## src/pdeo_regs.vh

```
`ifndef PDEO_REGS_VH
`define PDEO_REGS_VH
`define PDEO_CLK_PERIOD_PS 4000
`define PDEO_SPIKE_MIN_NS 50
`define PDEO_SPIKE_CYCLES ((`PDEO_SPIKE_MIN_NS * 1000 + `PDEO_CLK_PERIOD_PS - 1) / `PDEO_CLK_PERIOD_PS)
`define PDEO_BIT_TWI_SCL 0
`define PDEO_BIT_TWI_SDA 1
`define PDEO_BIT_RXD 2
`define PDEO_BIT_TXD 3
`define PDEO_BIT_TIMER1_CAPTURE_INPUT 4
`define PDEO_BIT_SERIAL1_SYNC_CLOCK 5
`define PDEO_BIT_SERIAL0_SYNC_CLOCK 2
`define PDEO_BIT_OCA 3
`define PDEO_BIT_OCB 4
`define PDEO_BIT_OCC 5
`define PDEO_BIT_T3 6
`define PDEO_BIT_DIVIDED_CLOCK_OUTPUT 7
`endif

```

## src/pdeo_spike_filter.v

```verilog
`timescale 1ns/1ps
`include "pdeo_regs.vh"
module pdeo_spike_filter #(
  parameter CYCLES = `PDEO_SPIKE_CYCLES
) (
  clk,
  rst,
  din,
  dout
);
  input wire clk;
  input wire rst;
  input wire din;
  output reg dout;
  reg [7:0] cnt_q;
  // output follows only after the input held a new level for CYCLES clocks
  always @(posedge clk) begin
    if (rst) begin
      cnt_q <= 8'h00;
      dout <= 1'b1;
    end else if (din == dout) begin
      cnt_q <= 8'h00;
    end else if (cnt_q >= CYCLES[7:0] - 8'h01) begin
      cnt_q <= 8'h00;
      dout <= din;
    end else begin
      cnt_q <= cnt_q + 8'h01;
    end
  end
endmodule

```

## src/pdeo_pin_override.v

```verilog
`timescale 1ns/1ps
`include "pdeo_regs.vh"
// Contract
// - transmitter enabled: pd3 output, no pull-up, driven by transmit line
// - receiver enabled: pd2 forced input, value fed to receiver
// - forced-input pd2 pull-up follows its port bit unless pull-ups globally disabled
// - two-wire enable hands pd1 to interface as data line
// - two-wire enable hands pd0 to interface as clock line
// - two-wire line inputs filtered, pulses under 50 ns rejected
// - two-wire lines open drain: value 0, direction from drive-low request, gated pull-up
// - pd4 input routed to timer1 capture, pin settings untouched
// - pd3..pd0 interrupt enable forces input path on, pin value to interrupt
// - pe2 carries serial0 sync clock in sync mode; direction bit picks in/out
// - clock-out fuse drives divided clock on pe7 over port and direction
// - divided clock stays on pe7 during reset when fuse programmed
// - enabled timer3 compare drives pin value instead of port bit
// - pe7 input feeds interrupt 7 and timer3 capture
// - pe6 input feeds timer3 count source and interrupt 6
// - pe7..pe4 interrupt enable forces input path on, no other override
// - pd5 carries serial1 sync clock in sync mode; direction bit picks in/out
module pdeo_pin_override (
  clk,
  rst,
  global_pullup_disable,
  portd_out,
  portd_dir,
  porte_out,
  porte_dir,
  portd_pin_in,
  porte_pin_in,
  serial1_transmit_enable,
  serial1_transmit_line,
  serial1_receive_enable,
  serial1_sync_mode,
  serial1_sync_clock_out,
  serial0_sync_mode,
  serial0_sync_clock_out,
  two_wire_enable,
  two_wire_sda_drive_low,
  two_wire_scl_drive_low,
  ext_irq_enable,
  timer3_compare_en,
  timer3_compare_out_a,
  timer3_compare_out_b,
  timer3_compare_out_c,
  clock_output_fuse,
  divided_clock_output,
  portd_pullup,
  portd_oe,
  portd_value,
  portd_in_enable,
  porte_pullup,
  porte_oe,
  porte_value,
  porte_in_enable,
  serial1_receive_line,
  serial1_sync_clock_in,
  serial0_sync_clock_in,
  two_wire_sda_in,
  two_wire_scl_in,
  timer1_capture_input,
  timer3_capture_input,
  timer3_count_input,
  ext_irq_lines
);
  input wire clk;
  input wire rst;
  input wire global_pullup_disable;
  input wire [7:0] portd_out;
  input wire [7:0] portd_dir;
  input wire [7:0] porte_out;
  input wire [7:0] porte_dir;
  input wire [7:0] portd_pin_in;
  input wire [7:0] porte_pin_in;
  input wire serial1_transmit_enable;
  input wire serial1_transmit_line;
  input wire serial1_receive_enable;
  input wire serial1_sync_mode;
  input wire serial1_sync_clock_out;
  input wire serial0_sync_mode;
  input wire serial0_sync_clock_out;
  input wire two_wire_enable;
  input wire two_wire_sda_drive_low;
  input wire two_wire_scl_drive_low;
  input wire [7:0] ext_irq_enable;
  input wire [2:0] timer3_compare_en;
  input wire timer3_compare_out_a;
  input wire timer3_compare_out_b;
  input wire timer3_compare_out_c;
  input wire clock_output_fuse;
  input wire divided_clock_output;
  output reg [7:0] portd_pullup;
  output reg [7:0] portd_oe;
  output reg [7:0] portd_value;
  output reg [7:0] portd_in_enable;
  output reg [7:0] porte_pullup;
  output reg [7:0] porte_oe;
  output reg [7:0] porte_value;
  output reg [7:0] porte_in_enable;
  output reg serial1_receive_line;
  output reg serial1_sync_clock_in;
  output reg serial0_sync_clock_in;
  output reg two_wire_sda_in;
  output reg two_wire_scl_in;
  output reg timer1_capture_input;
  output reg timer3_capture_input;
  output reg timer3_count_input;
  output reg [7:0] ext_irq_lines;

  // per-pin override enables and values, portd in [7:0], porte in [15:8]
  reg [15:0] puoe;
  reg [15:0] puov;
  reg [15:0] ddoe;
  reg [15:0] ddov;
  reg [15:0] pvoe;
  reg [15:0] pvov;
  reg [15:0] dieoe;
  wire [15:0] port_out;
  wire [15:0] port_dir;
  wire [15:0] pu_d;
  wire [15:0] oe_d;
  wire [15:0] val_d;
  wire [15:0] ie_d;
  wire serial1_sync_clock_out_en;
  wire serial0_sync_clock_out_en;
  wire sda_filt;
  wire scl_filt;

  assign port_out = {porte_out, portd_out};
  assign port_dir = {porte_dir, portd_dir};
  assign serial1_sync_clock_out_en = serial1_sync_mode & portd_dir[`PDEO_BIT_SERIAL1_SYNC_CLOCK];
  assign serial0_sync_clock_out_en = serial0_sync_mode & porte_dir[`PDEO_BIT_SERIAL0_SYNC_CLOCK];

  always @* begin
    puoe = 16'h0000;
    puov = 16'h0000;
    ddoe = 16'h0000;
    ddov = 16'h0000;
    pvoe = 16'h0000;
    pvov = 16'h0000;
    dieoe = {4'h0, ext_irq_enable[7:4], 4'h0, ext_irq_enable[3:0]};
    if (serial1_transmit_enable) begin
      puoe[`PDEO_BIT_TXD] = 1'b1;
      ddoe[`PDEO_BIT_TXD] = 1'b1;
      ddov[`PDEO_BIT_TXD] = 1'b1;
      pvoe[`PDEO_BIT_TXD] = 1'b1;
      pvov[`PDEO_BIT_TXD] = serial1_transmit_line;
    end
    if (serial1_receive_enable) begin
      puoe[`PDEO_BIT_RXD] = 1'b1;
      puov[`PDEO_BIT_RXD] = portd_out[`PDEO_BIT_RXD] & ~global_pullup_disable;
      ddoe[`PDEO_BIT_RXD] = 1'b1;
    end
    if (two_wire_enable) begin
      puoe[1:0] = 2'h3;
      puov[1:0] = portd_out[1:0] & {2{~global_pullup_disable}};
      ddoe[1:0] = 2'h3;
      ddov[1:0] = {two_wire_sda_drive_low, two_wire_scl_drive_low};
      pvoe[1:0] = 2'h3;
    end
    if (serial1_sync_clock_out_en) begin
      ddoe[`PDEO_BIT_SERIAL1_SYNC_CLOCK] = 1'b1;
      ddov[`PDEO_BIT_SERIAL1_SYNC_CLOCK] = 1'b1;
      pvoe[`PDEO_BIT_SERIAL1_SYNC_CLOCK] = 1'b1;
      pvov[`PDEO_BIT_SERIAL1_SYNC_CLOCK] = serial1_sync_clock_out;
    end
    if (serial0_sync_clock_out_en) begin
      ddoe[8 + `PDEO_BIT_SERIAL0_SYNC_CLOCK] = 1'b1;
      ddov[8 + `PDEO_BIT_SERIAL0_SYNC_CLOCK] = 1'b1;
      pvoe[8 + `PDEO_BIT_SERIAL0_SYNC_CLOCK] = 1'b1;
      pvov[8 + `PDEO_BIT_SERIAL0_SYNC_CLOCK] = serial0_sync_clock_out;
    end
    // direction stays with software; the pin shows the wave only if set
    pvoe[8 + `PDEO_BIT_OCA] = timer3_compare_en[0];
    pvov[8 + `PDEO_BIT_OCA] = timer3_compare_out_a;
    pvoe[8 + `PDEO_BIT_OCB] = timer3_compare_en[1];
    pvov[8 + `PDEO_BIT_OCB] = timer3_compare_out_b;
    pvoe[8 + `PDEO_BIT_OCC] = timer3_compare_en[2];
    pvov[8 + `PDEO_BIT_OCC] = timer3_compare_out_c;
    if (clock_output_fuse) begin
      ddoe[8 + `PDEO_BIT_DIVIDED_CLOCK_OUTPUT] = 1'b1;
      ddov[8 + `PDEO_BIT_DIVIDED_CLOCK_OUTPUT] = 1'b1;
      pvoe[8 + `PDEO_BIT_DIVIDED_CLOCK_OUTPUT] = 1'b1;
      pvov[8 + `PDEO_BIT_DIVIDED_CLOCK_OUTPUT] = divided_clock_output;
    end
  end

  genvar i;
  generate
    for (i = 0; i < 16; i = i + 1) begin : g_pin
      assign pu_d[i] = puoe[i] ? puov[i] :
        (port_out[i] & ~port_dir[i] & ~global_pullup_disable);
      assign oe_d[i] = ddoe[i] ? ddov[i] : port_dir[i];
      assign val_d[i] = pvoe[i] ? pvov[i] : port_out[i];
      assign ie_d[i] = dieoe[i] | 1'b1; // input path always on, whatever the interrupt enables
    end
  endgenerate

  pdeo_spike_filter u_sda_filt (
    .clk(clk),
    .rst(rst),
    .din(portd_pin_in[`PDEO_BIT_TWI_SDA]),
    .dout(sda_filt)
  );

  pdeo_spike_filter u_scl_filt (
    .clk(clk),
    .rst(rst),
    .din(portd_pin_in[`PDEO_BIT_TWI_SCL]),
    .dout(scl_filt)
  );

  always @(posedge clk) begin
    if (rst) begin
      portd_pullup <= 8'h00;
      portd_oe <= 8'h00;
      portd_value <= 8'h00;
      portd_in_enable <= 8'h00;
      porte_pullup <= 8'h00;
      porte_oe <= 8'h00;
      porte_value <= 8'h00;
      porte_in_enable <= 8'h00;
      serial1_receive_line <= 1'b1;
      serial1_sync_clock_in <= 1'b0;
      serial0_sync_clock_in <= 1'b0;
      two_wire_sda_in <= 1'b1;
      two_wire_scl_in <= 1'b1;
      timer1_capture_input <= 1'b0;
      timer3_capture_input <= 1'b0;
      timer3_count_input <= 1'b0;
      ext_irq_lines <= 8'h00;
      // divided clock is not silenced by reset
      if (clock_output_fuse) begin
        porte_oe[`PDEO_BIT_DIVIDED_CLOCK_OUTPUT] <= 1'b1;
        porte_value[`PDEO_BIT_DIVIDED_CLOCK_OUTPUT] <= divided_clock_output;
      end
    end else begin
      portd_pullup <= pu_d[7:0];
      portd_oe <= oe_d[7:0];
      portd_value <= val_d[7:0];
      portd_in_enable <= ie_d[7:0];
      porte_pullup <= pu_d[15:8];
      porte_oe <= oe_d[15:8];
      porte_value <= val_d[15:8];
      porte_in_enable <= ie_d[15:8];
      serial1_receive_line <= portd_pin_in[`PDEO_BIT_RXD];
      serial1_sync_clock_in <= serial1_sync_mode & portd_pin_in[`PDEO_BIT_SERIAL1_SYNC_CLOCK];
      serial0_sync_clock_in <= serial0_sync_mode & porte_pin_in[`PDEO_BIT_SERIAL0_SYNC_CLOCK];
      two_wire_sda_in <= two_wire_enable ? sda_filt : 1'b1;
      two_wire_scl_in <= two_wire_enable ? scl_filt : 1'b1;
      timer1_capture_input <= portd_pin_in[`PDEO_BIT_TIMER1_CAPTURE_INPUT];
      timer3_capture_input <= porte_pin_in[`PDEO_BIT_DIVIDED_CLOCK_OUTPUT];
      timer3_count_input <= porte_pin_in[`PDEO_BIT_T3];
      ext_irq_lines <= {porte_pin_in[7:4], portd_pin_in[3:0]} & ext_irq_enable;
    end
  end
endmodule

```

## config.mk

```make
export PLATFORM = sky130hd
export DESIGN_NAME = pdeo_pin_override
export DESIGN_NICKNAME = d
export VERILOG_FILES = /design/src/pdeo_spike_filter.v /design/src/pdeo_pin_override.v
export VERILOG_INCLUDE_DIRS = /design/src /design/src/src
export SDC_FILE = /design/constraint.sdc
export NUM_CORES = 1
export LEC_CHECK = 0
export BUFFER_PORTS_ARGS = -buffer_cell sky130_fd_sc_hd__buf_2
export CORE_UTILIZATION = 42
export CTS_BUF_LIST = sky130_fd_sc_hd__clkbuf_8 sky130_fd_sc_hd__clkbuf_16
export DETAILED_ROUTE_END_ITERATION = 7
export GPL_ROUTABILITY_DRIVEN = 0
export PLACE_DENSITY_LB_ADDON = 0.1
export SYNTH_ARGS = -nofsm -noshare
export SYNTH_HDL_FRONTEND = slang
export SYNTH_SLANG_ARGS = --single-unit
```

## constraint.sdc

```tcl
create_clock -name clk -period 1.9 [get_ports clk]
set_clock_uncertainty 0.05 [all_clocks]
set_input_delay 0.19 -clock clk [delete_from_list [all_inputs] [get_ports clk]]
set_output_delay 0.19 -clock clk [all_outputs]
set_load 0.005 [all_outputs]
```

==> impl_metrics.ini <==
[cts]
cts_tree = yes
clk_pin_slew_ns = 0.08
cts.sinks = 83
clock-root-buffer = clkbuf_8
htree_levels = 3
cts_buffers = 9
cts_resized = 0
insertion_delay_ns = 0.33
cts.path.max_buffers = 2

[flow_run]
cap_violations = 0

[global_routing]
grt_max_degree = 19
first_global_vias = 1744
grt_antenna_before_repair = 0
track_usage = 0.170
grt.overflow.total = 0
grt_pass1_wl_um = 8070

[yosys]
avgSynthCellArea_um2 = 11.2
synthSimpleGateAreaFrac = 0.198
ys_top_cells_by_area = dfxtp_1 65%, nor2b_1 5.1%, buf_4 4.4%, nor3b_1 4.1%, nor2_1 2.9%
synth_top_family_by_area = simple AND/OR/NAND/NOR gates
synth_warnings = 0
syn_area_mm2 = 0.00257
synth_fa_ha_area_frac = 0.0194
yosys.cell_types.count = 26
ys_seq_area_frac = 0.646
yosys.area.top_type_share = 0.646
synth-seq-cells = 83
synthMuxAreaShare = 0.0233
syn_inst = 229
yosys.area.top_type = dfxtp_1
synth_compound_area_frac = 0.0272
synthXorXnorAreaFrac = 0.0204

[route]
drtAntennaViolNets = 0
wl_per_cell_um = 11.9
wirelength_um = 5650
vias = 2034
drtIter0Drc = 55
drc = 0
drtPass1Iterations = 4
avgViaCountPerCell = 4.27

[timing]
rsz0062_at_grt = no
period_share = 0.780
final.setup.tns_ns = 0
final-setup-viol-count = 0
fmax_mhz = 675
hold_viol = 0
drv_slew = 0
fin_crit_ns = 1.48

[worst_setup_path]
rrSetupSlack_ns = 0.42
arrival_ns = 1.71
startpoint_type = flop
reg2reg_depth = 3
worstSetupEndpointType = flop
reg2reg_from = u_scl_filt.cnt_q[7]$_SDFF_PP0_
worst_ep_required_time_ns = 2.13
crit_type = reg -> reg
reg2reg_to = u_scl_filt.cnt_q[3]$_SDFF_PP0_
cp_max_fo = 4

[power_and_ir_drop]
power.density_mw_per_mm2 = 904
power_mw = 3.35
peakVddDrop_mv = 0.488
leakage_nw = 1.86

[min_path]
hold_path_class = in -> reg
hold_path_end = porte_pullup[2]$_SDFF_PP0_
min_path_cells = 2
hp-start = porte_dir[2]

[final_layout]
fillers = 517
mostFrequentLayoutCells = 151 x buf_2, 83 x dfxtp_1, 21 x nor2b_1
multi_input_area_um2 = 773
antenna_cells = 0
layout.area.seq_mm2 = 0.00166
nets = 478
syn2layout_area_growth_pct = 43.9
layout_commonest_cell = buf_2
finalInstanceArea_mm2 = 0.00370
layout-drive-gt1-share = 0.424
final_core_util = 0.625

[placed_design]
port_buffers = 151
placed_cell_area_mm2 = 0.00333
hpwl_um = 4120

[status]
status = finished clean

[die]
die_h_um = 80.3
die_w_um = 80.3
coreArea_mm2 = 0.00592
num_rows = 28
dieArea_mm2 = 0.00644
start_util = 0.435
ioPinCount = 157
-- registers in the layout (all words and copies together), names as in the netlist, 8 cells and up --
register,cells
ext_irq_lines,8
u_scl_filt.cnt_q,8
porte_value,8
porte_oe,8
portd_value,8
porte_pullup,8
portd_oe,8
u_sda_filt.cnt_q,8
portd_pullup,8
-- cells in the mapped netlist --
| cell type | count |
|---|---|
| a2111o_1 | 2 |
| a21o_1 | 1 |
| a21oi_1 | 6 |
| and2_1 | 2 |
| and3_1 | 11 |
| buf_4 | 15 |
| clkbuf_1 | 6 |
| conb_1 | 1 |
| dfxtp_1 | 83 |
| ha_1 | 4 |
| inv_1 | 8 |
| mux2i_1 | 6 |
| nand2_1 | 8 |
| nand2b_1 | 2 |
| nand3_1 | 4 |
| nand3b_1 | 2 |
| nor2_1 | 20 |
| nor2b_1 | 21 |
| nor3_1 | 1 |
| nor3b_1 | 14 |
| o21ai_0 | 2 |
| or2_1 | 1 |
| or2_2 | 1 |
| or4_4 | 2 |
| xnor2_1 | 4 |
| xor2_1 | 2 |
-- area by class of cell --
type	count	area share
Multi-Input combinational cell	124	0.209
Tap cell	75	0.0253
Sequential cell	83	0.449
Clock buffer	10	0.0372
Timing Repair Buffer	171	0.257
Inverter	8	0.00811
Clock inverter	5	0.0149
-- worst max-delay path by stage --
stage | start | endpoint | slack [ns] | cells past startpoint
2_1_floorplan | u_scl_filt.cnt_q[7]$_SDFF_PP0_ | u_scl_filt.cnt_q[2]$_SDFF_PP0_ | 0.50 | 3
5_1_grt | u_scl_filt.cnt_q[7]$_SDFF_PP0_ | u_scl_filt.cnt_q[3]$_SDFF_PP0_ | 0.36 | 3
4_1_cts | u_scl_filt.cnt_q[7]$_SDFF_PP0_ | u_scl_filt.cnt_q[1]$_SDFF_PP0_ | 0.40 | 3
6_report | u_scl_filt.cnt_q[7]$_SDFF_PP0_ | u_scl_filt.cnt_q[3]$_SDFF_PP0_ | 0.42 | 3
3_5_place_dp | u_scl_filt.cnt_q[7]$_SDFF_PP0_ | u_scl_filt.cnt_q[1]$_SDFF_PP0_ | 0.43 | 3
3_3_place_gp | u_sda_filt.cnt_q[7]$_SDFF_PP0_ | u_sda_filt.cnt_q[3]$_SDFF_PP0_ | 0.46 | 3
-- per-layer routing --
metal	routed length, µm	vias to the layer above	share of wire	GRT usage
met4	133	0	0.024	0.0964
met5	0	-	0	0
li1	-	1047	-	-
met1	2390	890	0.42	0.197
met2	2730	84	0.48	0.279
met3	402	13	0.071	0.0500
-- critical path, cell delays in order (launching register included) --
cell	delay, ns
dfxtp_1	0.31
or4_4	0.53
a2111o_1	0.41
nor2_1	0.12
-- what timing repair did --
action,CTS,global route
endpoints found under the hold margin,17,1
hold buffers,17,1
buffers inserted,0,0
setup endpoints to repair,0,0
-- kinds of logic (layout without fill, tap and decap cells) --
family,after synthesis,count (layout)
compound gates,11,11
xor+xnor,6,6
fa+ha+maj,4,4
buf+inv,29,194
flops,83,83
mux,6,6
other cells,1,8
simple gates,89,89
-- report_power, final --
| part | leakage, nW | internal (mW) | switching, mW |
|---|---|---|---|
| combinational | 1.08 | 0.174 | 0.127 |
| clock | 0.0995 | 0.631 | 0.582 |
| sequential | 0.686 | 1.81 | 0.0212 |
-- through the flow --
stage	cells	hold slack, ns	setup WS [ns]
3_5_place_dp	443	0.315	0.432
4_1_cts	475	0.000108	0.405
6_report	476	0.0159	0.418
5_1_grt	476	0.00318	0.360
3_3_place_gp	443	0.312	0.464
2_1_floorplan	236	0.212	0.503
Power figures use the tool's default switching activity.
